File: config.mk
export PLATFORM = sky130hd
export DESIGN_NAME = pwsc_top
export DESIGN_NICKNAME = d
export VERILOG_FILES = /design/src/rtl/pwsc_pkg.sv /design/src/rtl/pwsc_filter.sv /design/src/rtl/pwsc_top.sv
export SDC_FILE = /design/constraint.sdc
export NUM_CORES = 1
export LEC_CHECK = 0
export BUFFER_PORTS_ARGS = -buffer_cell sky130_fd_sc_hd__clkbuf_2
export CAP_MARGIN = 25
export CORE_ASPECT_RATIO = 1.4
export CORE_MARGIN = 4
export CORE_UTILIZATION = 30
export CTS_BUF_LIST = sky130_fd_sc_hd__clkbuf_4 sky130_fd_sc_hd__clkbuf_8
export CTS_CLUSTER_SIZE = 40
export DETAILED_ROUTE_END_ITERATION = 8
export PLACE_DENSITY = 0.51
export RECOVER_POWER = 25
export SLEW_MARGIN = 20
export SYNTH_ARGS = -nofsm -noshare
export SYNTH_HDL_FRONTEND = slang
export SYNTH_SLANG_ARGS = --single-unit
File: constraint.sdc
create_clock -name i_clk -period 1.8 [get_ports i_clk]
set_input_delay 0.36 -clock i_clk [delete_from_list [all_inputs] [get_ports i_clk]]
set_output_delay 0.36 -clock i_clk [all_outputs]
set_load 0.005 [all_outputs]
File: src/rtl/pwsc_pkg.sv
// Purpose: Constants and types for the power standby control block
// Assumes: One 25 MHz clock; all pins already synchronous to it
// Notes: Register offsets are byte addresses on the plain register port
package pwsc_pkg;

  localparam int PWSC_ADDR_W = 4;
  localparam int PWSC_DATA_W = 8;

  localparam logic [PWSC_ADDR_W-1:0] PWSC_OFF_MODSTOP = 4'h0;
  localparam logic [PWSC_ADDR_W-1:0] PWSC_OFF_STATUS = 4'h4;

  localparam int PWSC_BIT_TIMER = 0;
  localparam int PWSC_BIT_CAL = 1;
  localparam int PWSC_BIT_SERIAL = 2;
  localparam int PWSC_STOP_W = 3;
  localparam logic [PWSC_STOP_W-1:0] PWSC_STOP_RST = 3'h0;

  localparam int PWSC_ST_HWSTBY = 0;
  localparam int PWSC_ST_ACCEPT = 1;
  localparam int PWSC_ST_WAKE = 2;
  localparam int PWSC_ST_OSC = 3;
  localparam int PWSC_ST_FSM_LO = 4;
  localparam int PWSC_ST_FSM_HI = 6;

  localparam logic [1:0] PWSC_FILT_LOWS = 2'h2;
  localparam logic [1:0] PWSC_FILT_RST = 2'h0;

  typedef enum logic [2:0] {
    PWSC_NORMAL = 3'h0,
    PWSC_WAKE = 3'h1,
    PWSC_HWSTBY = 3'h3,
    PWSC_OSC = 3'h2,
    PWSC_POR = 3'h6
  } pwsc_state_e;

  typedef struct packed {
    logic serial;
    logic cal;
    logic timer;
  } pwsc_stop_s;

  typedef struct packed {
    logic timer_clk_en;
    logic timer_regs_init;
    logic cal_if_clk_en;
    logic cal_access_block;
    logic serial_clk_en;
  } pwsc_clk_ctl_s;

endpackage

File: src/rtl/pwsc_filter.sv
// Purpose: Two-sample low filter for the hardware standby request pin
// Assumes: Calendar crystal input is a slow level sampled on the fast clock
// Notes: Samples are taken on each rising edge of the calendar input
module pwsc_filter import pwsc_pkg::*; (
  input wire logic i_clk,
  input wire logic i_resetn,
  input wire logic i_calendar_crystal,
  input wire logic i_req_pin_n,
  output logic o_accepted
);

  logic cal_prev_r;
  logic [1:0] low_cnt_r;
  logic [1:0] low_cnt_nxt;
  logic cal_rise;

  assign cal_rise = i_calendar_crystal & ~cal_prev_r;

  // Saturate at two; any high sample restarts the count
  assign low_cnt_nxt = !cal_rise ? low_cnt_r :
                       i_req_pin_n ? PWSC_FILT_RST :
                       (low_cnt_r == PWSC_FILT_LOWS) ? low_cnt_r :
                       low_cnt_r + 2'h1;

  always_ff @(posedge i_clk) begin
    if (!i_resetn) begin
      cal_prev_r <= 1'b0;
      low_cnt_r <= PWSC_FILT_RST;
    end else begin
      cal_prev_r <= i_calendar_crystal;
      low_cnt_r <= low_cnt_nxt;
    end
  end

  assign o_accepted = (low_cnt_r == PWSC_FILT_LOWS);

endmodule

File: src/rtl/pwsc_top.sv
// Purpose: Module stop controls and hardware standby sequencing
// Assumes: i_clk keeps running in hardware standby, fed from the always-on domain
// Notes: Processor, watchdog and sleep logic sit outside and report their state here
module pwsc_top import pwsc_pkg::*; (
  input wire logic i_clk,
  input wire logic i_resetn,
  input wire logic [PWSC_ADDR_W-1:0] i_addr,
  input wire logic [PWSC_DATA_W-1:0] i_wdata,
  input wire logic i_we,
  input wire logic i_re,
  output logic [PWSC_DATA_W-1:0] o_rdata,
  input wire logic i_hw_standby_request_pin_n,
  input wire logic i_power_on_reset_pin_n,
  input wire logic i_calendar_crystal_input,
  input wire logic i_manual_reset_req,
  input wire logic i_sleep_mode,
  input wire logic i_sw_standby_mode,
  input wire logic i_watchdog_settling,
  output logic o_timer_clk_en,
  output logic o_timer_regs_init,
  output logic o_cal_if_clk_en,
  output logic o_cal_access_block,
  output logic o_serial_clk_en,
  output logic o_hw_standby,
  output logic o_sysclk_hold_stop,
  output logic o_osc_enable,
  output logic o_resume_req,
  output logic o_por_start,
  output logic o_irq_accept_en,
  output logic o_manual_reset,
  output logic o_timer_clock_output_low
);

  function automatic logic addr_hit(
    input logic [PWSC_ADDR_W-1:0] addr,
    input logic [PWSC_ADDR_W-1:0] off
  );
    addr_hit = (addr == off);
  endfunction

  // Standby covers the oscillator restart phase as well
  function automatic logic in_stby_state(input pwsc_state_e s);
    in_stby_state = (s == PWSC_HWSTBY) || (s == PWSC_OSC);
  endfunction

  pwsc_state_e state_r;
  pwsc_state_e state_nxt;
  pwsc_stop_s stop_r;
  pwsc_stop_s stop_nxt;
  pwsc_clk_ctl_s clk_ctl_r;
  pwsc_clk_ctl_s clk_ctl_nxt;
  logic [PWSC_DATA_W-1:0] rdata_r;
  logic [PWSC_DATA_W-1:0] rdata_nxt;
  logic [PWSC_DATA_W-1:0] status_word;
  logic [PWSC_DATA_W-1:0] stop_word;
  logic req_accepted;
  logic from_sw_standby_r;
  logic from_sw_standby_nxt;
  logic in_standby;
  logic wake_busy;
  logic wr_stop;
  logic rd_stop;
  logic rd_status;
  logic mrst_take;
  logic clear_all;
  logic hw_standby_r;
  logic sysclk_hold_r;
  logic osc_en_r;
  logic resume_r;
  logic por_start_r;
  logic irq_en_r;
  logic mrst_r;
  logic timer_clock_output_low_r;
  logic stby_nxt;
  logic [PWSC_STOP_W-1:0] unit_run;
  logic filt_resetn;
  logic hw_standby_nxt;
  logic sysclk_hold_nxt;
  logic osc_en_nxt;
  logic resume_nxt;
  logic por_start_nxt;
  logic irq_en_nxt;
  logic mrst_nxt;
  logic timer_clock_output_low_nxt;

  // A power-on reset also empties the filter, or a stale count would re-enter standby at once
  assign filt_resetn = i_resetn && i_power_on_reset_pin_n;

  pwsc_filter u_filter (
    .i_clk(i_clk),
    .i_resetn(filt_resetn),
    .i_calendar_crystal(i_calendar_crystal_input),
    .i_req_pin_n(i_hw_standby_request_pin_n),
    .o_accepted(req_accepted)
  );

  // Standby covers the oscillator restart phase too; nothing wakes the core there
  assign in_standby = in_stby_state(state_r);

  // Low-power exits still in progress must finish before standby is entered
  assign wake_busy = i_sleep_mode | i_watchdog_settling;

  // Register decode
  assign wr_stop = i_we && addr_hit(i_addr, PWSC_OFF_MODSTOP) && !in_standby;
  assign rd_stop = i_re && addr_hit(i_addr, PWSC_OFF_MODSTOP);
  assign rd_status = i_re && addr_hit(i_addr, PWSC_OFF_STATUS);

  // Manual reset is dropped while standby holds the chip
  assign mrst_take = i_manual_reset_req && !in_standby;

  // Either reset source releases every module stop
  assign clear_all = !i_power_on_reset_pin_n || mrst_take;

  // Module stop bits: reset beats software write
  always_comb begin
    stop_nxt = stop_r;
    if (wr_stop) begin
      stop_nxt.timer = i_wdata[PWSC_BIT_TIMER];
      stop_nxt.cal = i_wdata[PWSC_BIT_CAL];
      stop_nxt.serial = i_wdata[PWSC_BIT_SERIAL];
    end
    if (clear_all) begin
      stop_nxt = pwsc_stop_s'(PWSC_STOP_RST);
    end
  end

  // Standby sequencer
  always_comb begin
    state_nxt = state_r;
    from_sw_standby_nxt = from_sw_standby_r;
    unique case (state_r)
      PWSC_NORMAL: begin
        if (req_accepted) begin
          if (wake_busy) begin
            state_nxt = PWSC_WAKE;
          end else begin
            state_nxt = PWSC_HWSTBY;
            from_sw_standby_nxt = i_sw_standby_mode;
          end
        end
      end
      PWSC_WAKE: begin
        // Hold off until the processor has really resumed
        if (!wake_busy) begin
          state_nxt = PWSC_HWSTBY;
          from_sw_standby_nxt = 1'b0;
        end
      end
      PWSC_HWSTBY: begin
        // Only the power-on reset path leads out of here
        if (i_hw_standby_request_pin_n && !i_power_on_reset_pin_n) begin
          state_nxt = PWSC_OSC;
        end
      end
      PWSC_OSC: begin
        // The outside controller times the settling by holding reset low
        if (i_power_on_reset_pin_n) begin
          state_nxt = PWSC_POR;
        end else if (!i_hw_standby_request_pin_n) begin
          state_nxt = PWSC_HWSTBY;
        end
      end
      PWSC_POR: begin
        state_nxt = PWSC_NORMAL;
        from_sw_standby_nxt = 1'b0;
      end
      default: begin
        state_nxt = PWSC_NORMAL;
        from_sw_standby_nxt = 1'b0;
      end
    endcase
  end

  // Clock controls; timer is held off in standby whatever its bit says
  assign stby_nxt = in_stby_state(state_nxt);

  // One run enable per unit: its stop bit clear and the chip out of standby
  for (genvar g = 0; g < PWSC_STOP_W; g++) begin : g_unit_run
    assign unit_run[g] = !stop_nxt[g] && !stby_nxt;
  end

  always_comb begin
    clk_ctl_nxt.timer_clk_en = unit_run[PWSC_BIT_TIMER];
    clk_ctl_nxt.timer_regs_init = stop_nxt.timer || stby_nxt;
    clk_ctl_nxt.cal_if_clk_en = unit_run[PWSC_BIT_CAL];
    clk_ctl_nxt.cal_access_block = stop_nxt.cal;
    clk_ctl_nxt.serial_clk_en = unit_run[PWSC_BIT_SERIAL];
  end

  // Status word for software; the top bit records an entry made from software standby
  assign status_word = {
    from_sw_standby_r,
    state_r,
    (state_r == PWSC_OSC),
    (state_r == PWSC_WAKE),
    req_accepted,
    in_standby
  };

  assign stop_word = {{(PWSC_DATA_W-PWSC_STOP_W){1'b0}}, stop_r};

  // Read data lives for exactly the cycle after the strobe
  assign rdata_nxt = rd_stop ? stop_word :
                     rd_status ? status_word :
                     {PWSC_DATA_W{1'b0}};

  always_ff @(posedge i_clk) begin
    if (!i_resetn) begin
      state_r <= PWSC_NORMAL;
    end else begin
      state_r <= state_nxt;
    end
  end

  always_ff @(posedge i_clk) begin
    if (!i_resetn) begin
      from_sw_standby_r <= 1'b0;
    end else begin
      from_sw_standby_r <= from_sw_standby_nxt;
    end
  end

  always_ff @(posedge i_clk) begin
    if (!i_resetn) begin
      stop_r <= pwsc_stop_s'(PWSC_STOP_RST);
    end else begin
      stop_r <= stop_nxt;
    end
  end

  // Enables come up running so no unit sits frozen after reset
  always_ff @(posedge i_clk) begin
    if (!i_resetn) begin
      clk_ctl_r <= '{
        timer_clk_en: 1'b1,
        timer_regs_init: 1'b0,
        cal_if_clk_en: 1'b1,
        cal_access_block: 1'b0,
        serial_clk_en: 1'b1
      };
    end else begin
      clk_ctl_r <= clk_ctl_nxt;
    end
  end

  always_ff @(posedge i_clk) begin
    if (!i_resetn) begin
      rdata_r <= {PWSC_DATA_W{1'b0}};
    end else begin
      rdata_r <= rdata_nxt;
    end
  end

  // Pin-facing and sequencing outputs, all from next state so they change with it
  assign hw_standby_nxt = stby_nxt;
  assign sysclk_hold_nxt = stby_nxt;
  assign osc_en_nxt = (state_nxt != PWSC_HWSTBY);
  assign resume_nxt = (state_nxt == PWSC_WAKE);
  assign por_start_nxt = (state_nxt == PWSC_POR);
  assign irq_en_nxt = !stby_nxt;
  // A request on the entry edge still clears the stops but gives no pulse, so the output never pulses inside standby
  assign mrst_nxt = mrst_take && !stby_nxt;
  assign timer_clock_output_low_nxt = stby_nxt;

  always_ff @(posedge i_clk) begin
    if (!i_resetn) begin
      hw_standby_r <= 1'b0;
    end else begin
      hw_standby_r <= hw_standby_nxt;
    end
  end

  always_ff @(posedge i_clk) begin
    if (!i_resetn) begin
      sysclk_hold_r <= 1'b0;
    end else begin
      sysclk_hold_r <= sysclk_hold_nxt;
    end
  end

  always_ff @(posedge i_clk) begin
    if (!i_resetn) begin
      osc_en_r <= 1'b1;
    end else begin
      osc_en_r <= osc_en_nxt;
    end
  end

  always_ff @(posedge i_clk) begin
    if (!i_resetn) begin
      resume_r <= 1'b0;
    end else begin
      resume_r <= resume_nxt;
    end
  end

  always_ff @(posedge i_clk) begin
    if (!i_resetn) begin
      por_start_r <= 1'b0;
    end else begin
      por_start_r <= por_start_nxt;
    end
  end

  always_ff @(posedge i_clk) begin
    if (!i_resetn) begin
      irq_en_r <= 1'b1;
    end else begin
      irq_en_r <= irq_en_nxt;
    end
  end

  always_ff @(posedge i_clk) begin
    if (!i_resetn) begin
      mrst_r <= 1'b0;
    end else begin
      mrst_r <= mrst_nxt;
    end
  end

  always_ff @(posedge i_clk) begin
    if (!i_resetn) begin
      timer_clock_output_low_r <= 1'b0;
    end else begin
      timer_clock_output_low_r <= timer_clock_output_low_nxt;
    end
  end

  assign o_rdata = rdata_r;
  assign o_timer_clk_en = clk_ctl_r.timer_clk_en;
  assign o_timer_regs_init = clk_ctl_r.timer_regs_init;
  assign o_cal_if_clk_en = clk_ctl_r.cal_if_clk_en;
  assign o_cal_access_block = clk_ctl_r.cal_access_block;
  assign o_serial_clk_en = clk_ctl_r.serial_clk_en;
  assign o_hw_standby = hw_standby_r;
  assign o_sysclk_hold_stop = sysclk_hold_r;
  assign o_osc_enable = osc_en_r;
  assign o_resume_req = resume_r;
  assign o_por_start = por_start_r;
  assign o_irq_accept_en = irq_en_r;
  assign o_manual_reset = mrst_r;
  assign o_timer_clock_output_low = timer_clock_output_low_r;

endmodule
# --- After elaboration in Yosys (flattened, before gate mapping) ---
# Cells that the tools add are included.
totals:
  ff_bits: 28
  in_bits: 23
  output_inout_bits: 21
  word_cells: 84
op_classes:
  add_sub_neg: 1
  n_eq_ne: 14
  muxes: 17
  bitwise_logic: 6
  n_reduce_logical: 27
ops:
  columns: ["cell", "n"]
  rows:
  - ["3-bit two-way mux", 9]
  - ["3-bit by 2-bit equality test with 1-bit output, second input constant", 4]
  - ["3-bit one-hot mux with 4 select lines", 1]
  - ["1-bit logical AND", 11]
  - ["2-bit inequality test, second input constant", 4]
  - ["3-bit by 1-bit equality test with 1-bit output, second input constant", 2]
  - ["1-bit zero test", 6]
  - ["2-bit two-way mux", 3]
  - ["4-bit by 3-bit equality test with 1-bit output, second input constant", 1]
  - ["4-bit zero test", 1]
  - ["1-bit logical OR", 4]
  - ["1-bit inverter", 4]
  - ["4-bit AND reduction", 1]
  - ["3-bit equality test, second input constant", 1]
  - ["3-bit zero test", 1]
  - ["1-bit two-way mux", 3]
  - ["3-bit by 2-bit inequality test with 1-bit output, second input constant", 1]
  - ["1-bit one-hot mux with 3 select lines", 1]
  - ["3-bit OR reduction", 1]
  - ["2-bit by 1-bit adder with 2-bit output, second input constant", 1]
  - ["2-bit equality test, second input constant", 1]
  - ["2-bit AND reduction", 1]
  - ["2-bit OR reduction", 1]
  - ["1-bit bitwise AND", 1]
  - ["1-bit bitwise OR", 1]

# --- Logic depth before layout (Yosys ltp) ---
depth:
  word_depth: 8
  ltp_mapped: 6

# --- Modules after synthesis ---
# From an unflattened synthesis, not the netlist that was laid out.
unflattened:
  hier_cells: 110
  area_unflattened_um2: 1051.0
by_module_without_submodules:
  columns: ["module", "n_inst", "cells_each", "area_each_um2", "seq_area_each_um2"]
  rows:
  - ["pwsc_top", 1, 94, 909.6, 500.5]
  - ["pwsc_filter", 1, 16, 141.4, 60.1]

# --- Worst setup path before layout ---
# OpenSTA, ideal clock, no wires.
synth_timing:
  path_kind: "register to register"
  start: "register u_filter.low_cnt_r[0]"
  end: "register u_filter.low_cnt_r[1]"
  setup_time_ns: 0.064
  t_arrival_ns: 1.437
  required_ns: 1.736
  setup_slack_ns: 0.299
  path_stages_with_launch: 7
  synth_period_minus_slack_ns: 1.501
  path_cell_list: "dfxtp_1 > inv_1 > ha_1 > or4b_2 > nor2_1 > a21oi_1 > nor2_1"
synth_between:
  elab_chain_len: 3
synth_rtl:
  columns: ["item", "line", "rtl"]
  rows:
  - ["from (decl)", "pwsc_filter.sv:13", "logic [1:0] low_cnt_r;"]
  - ["from (signal assigned)", "pwsc_filter.sv:31", "low_cnt_r <= low_cnt_nxt;"]
  - ["2-bit by 1-bit adder with 2-bit output / 2-bit equality test (equally long branches)", "pwsc_filter.sv:23, pwsc_filter.sv:22", null]
  - ["2-bit two-way mux / 2-bit inequality test (equally long branches)", null, null]
  - ["2-bit two-way mux / 2-bit AND reduction (equally long branches)", null, null]
# Several ways; a longest one is shown, not always the timed one. The select of a mux whose other input is x is not followed.
# A chain may end at the register's enable or synchronous reset.

# --- Worst setup path after layout ---
layout_timing:
  start: "register u_filter.low_cnt_r[0]"
  end: "register u_filter.low_cnt_r[0]"
# The elaborated chain is that of the path after synthesis.

==> metrics.md <==
| Metric | Value |
|---|---|
| Worst-Skew Late Latency | `270 ps` |
| Pin slew with the least headroom to its limit | `around 500 ps` |
| Final worst-path cycle share | `88.5%` |
| Buf/Inv on CP | `1` |
| Largest net degree at the start of global routing | `16` |
| Layout Area Growth over Synthesis | `23.4%` |
| Sequential cell area | `561 µm²` |
| R2r setup slk | `between 200 and 250 ps` |
| DIE WIDTH | `between 50 and 60 µm` |
| First-pass GRT wire length | `3760 µm` |
| H-tree depth | `1` |
| Die Height | `79.5 µm` |
| Startpoint types | `register` |
| Fillers | `382` |
| Hold Startpoint | `i_hw_standby_request_pin_n` |
| Total of max-cap violations | `0` |
| Mapped Cells | `108` |
| Status | `finished clean` |
| Ant diodes | `0` |
| Die area | `0.00469 mm²` |
| Max_slew headroom | `65.8%` |
| Period minus WS final | `1590 ps` |
| Setup violators final | `0` |
| Vias in the first global route | `829` |
| Starting Density | `a little under a third` |
| Post-route ant nets | `0` |
| Post-synthesis sequential area ratio | `roughly 51%` |
| CTS Buf Count | `3` |
| Worst EP required | `2010 ps` |
| Final worst slack | `around 210 ps` |
| Post-CTS Setup Bufs | `0` |
| Max Slew Vio Count | `0` |
| Clock-pin slew on the worst setup and hold paths | `90 ps` |
| Final GP Congestion | `around 0.72` |
| Mux share of post-synthesis cell area | `2.29%` |
| CTS tree | `done` |
| Setup TNS | `0 ps` |
| CTS resizes | `0` |
| RSZ-0062 raised after global routing | `no` |
| PwrDens | `just under 800 mW/mm²` |
| Hold Buf Count CTS | `0` |
| Clk sinks | `28` |
| Max Fclk | `0.628 GHz` |
| Row count | `25` |
| CP Class | `register to register` |
| Detailed placement HPWL | `between 1500 and 2000 µm` |
| I/O Buffers | `38` |
| EDFF count, synth | `0` |
| Worst hold path class | `primary input to register` |
| Final core occ | `39.3%` |
| Via Count | `between 800 and 900` |
| Final std cells w/o fill | `~190` |
| CP max stage cell | `or4b_2` |
| CTS root buffer | `clkbuf_8` |
| Adder-Cell Fraction of Synth Area | `2.29%` |
| Post-Synth Simple-Gate Area | `26.3%` |
| Worst Path Arrival | `1800 ps` |
| Crit path top cell by count | `nor2_1` |
| Main flop type after synthesis | `dfxtp_1` |
| Synth Area in Compound Gates | `roughly 12%` |
| CTS max path bufs | `2` |
| Synth Area in XOR/XNOR | `0%` |
| Cell family with most CP delay | `simple AND/OR/NAND/NOR gates` |
| Worst setup startpoint | `u_filter.low_cnt_r[0]$_SDFFE_PN0P_` |
| Fin Clk Skew | `3.81 ps` |
| Fraction of layout instances using a drive strength above 1 | `34.2%` |
| Largest family of logic cells by synthesized area | `simple AND/OR/NAND/NOR gates` |
| Final Hold Viols | `0` |
| Multi-input gate area | `about 470 µm²` |
| Layout Nets | `172` |
| Ys Warns | `0` |
| DR iter-0 viols | `20` |
| Drt drc | `0` |
| Mean Syn Cell Area | `around 10 µm²` |
| Synth Net Count | `around 130` |
| Post-synthesis register bit count | `28` |
| Core area | `0.00344 mm²` |
| Drt total wl | `2310 µm` |
| Asr flop ratio synth | `0%` |
| GRT Total Usage | `10.5%` |
| Mean routed wirelength per cell | `12.4 µm` |
| Post-synth cell types | `33` |
| Cells after DPL | `between 150 and 200` |
| Initial antenna violation count | `0` |
| Grt ovf | `0` |
| Ports | `44` |
| DRT Pass-1 Iters | `3` |
| CP max FO | `4` |
| Slowest stage delay, CP | `650 ps` |
| Vias/cell | `4.67` |
| Pwr Total | `0.00107 W` |
| Max IR drop VDD | `0.352 mV` |
| Crit-path cells | `inv_1 -> ha_1 -> or4b_2 -> nor2_1 -> a21oi_1 -> nor2_1` |
| Pre-CTS setup slack | `218 ps` |
| CP endpoint kind | `register` |
| Post-synth design cell area | `0.00109 mm²` |
| Leak pwr | `about 0.63 nW` |
| Worst r2r src | `u_filter.low_cnt_r[0]$_SDFFE_PN0P_` |
[final timing paths]
path,to,depth (start not counted)
max reg2reg,u_filter.low_cnt_r[0]$_SDFFE_PN0P_,6
min reg2reg,from_sw_standby_r$_SDFFE_PN0P_,2
max,u_filter.low_cnt_r[0]$_SDFFE_PN0P_,6
min,state_r[0]$_SDFF_PN0_,2
[cell families (layout without fill, tap and decap cells)]
family / count (synthesis) / in the layout
AND/OR/NAND/NOR: 48 / 48
buffers and inverters: 10 / 48
adder cells (fa/ha/maj): 2 / 2
AO/OA/AOI/OAI: 18 / 18
flip-flops: 28 / 28
multiplexers: 2 / 2
[synthesized netlist by cell type (2+ instances only)]
cell / number / area (µm²)
dfxtp_1: 28 / 561
nor2_1: 12 / 45.0
a21oi_1: 8 / 40.0
and3_1: 6 / 37.5
nand3_1: 6 / 30.0
nand2_1: 5 / 18.8
inv_1: 4 / 15.0
nor3_1: 4 / 20.0
nand2b_1: 3 / 18.8
nor2b_1: 3 / 18.8
o211a_1: 3 / 30.0
buf_4: 2 / 15.0
buf_6: 2 / 22.5
ha_1: 2 / 25.0
o21ai_0: 2 / 10.0
[power breakdown]
part / switching, W / leakage [nW] / total, W / internal [W]
clock: 0.000187 / 0.0288 / 0.000383 / 0.000196
combinational: 0.0000321 / 0.372 / 0.0000576 / 0.0000255
sequential: 0.00000203 / 0.226 / 0.000625 / 0.000623
[sequential cells by signal (all words and copies together) (netlist names), 2 cells and up]
register	cells
o_rdata	8
state_r	3
u_filter.low_cnt_r	2
stop_r	2
[cells in the final DEF, fill, tap and decap left out, types with 2 or more instances in the layout]
cell	instances
a21oi_1	8
and3_1	6
buf_4	2
clkbuf_2	37
clkbuf_8	4
dfxtp_1	28
ha_1	2
inv_1	4
nand2_1	5
nand2b_1	3
nand3_1	6
nor2_1	12
nor2b_1	3
nor3_1	5
o211a_1	3
o21ai_0	2
[stage by stage]
| step | hold slack (ps) | cell area, µm² |
|---|---|---|
| 6_report | 329 | 1350 |
| 5_1_grt | 340 | 1350 |
| 4_1_cts | 329 | 1360 |
| 3_5_place_dp | 459 | 1300 |
| 3_3_place_gp | 452 | 1300 |
| 2_1_floorplan | 432 | 1090 |
[worst register-to-register path: stages (launching register included)]
cell and delay, ps:
dfxtp_1 360, inv_1 70, ha_1 230, or4b_2 650
nor2_1 110, a21oi_1 50, nor2_1 80
[cell type report]
type | count | share of cell area, %
Tap cell | 40 | 3.70
Inverter | 4 | 1.11
Timing Repair Buffer | 40 | 15.1
Multi-Input combinational cell | 70 | 34.5
Sequential cell | 28 | 41.5
Clock buffer | 4 | 4.07
[layer usage]
metal  track usage (%)  vias to the layer above  part of all wire [%]
li1                  -                      447                     -
met4              4.76                        0                   1.6
met5                 0                        -                     0
met2              17.7                       23                    52
met3              2.10                        4                   6.2
met1              12.4                      395                    40
No activity file was read; power rests on OpenSTA's default activity.
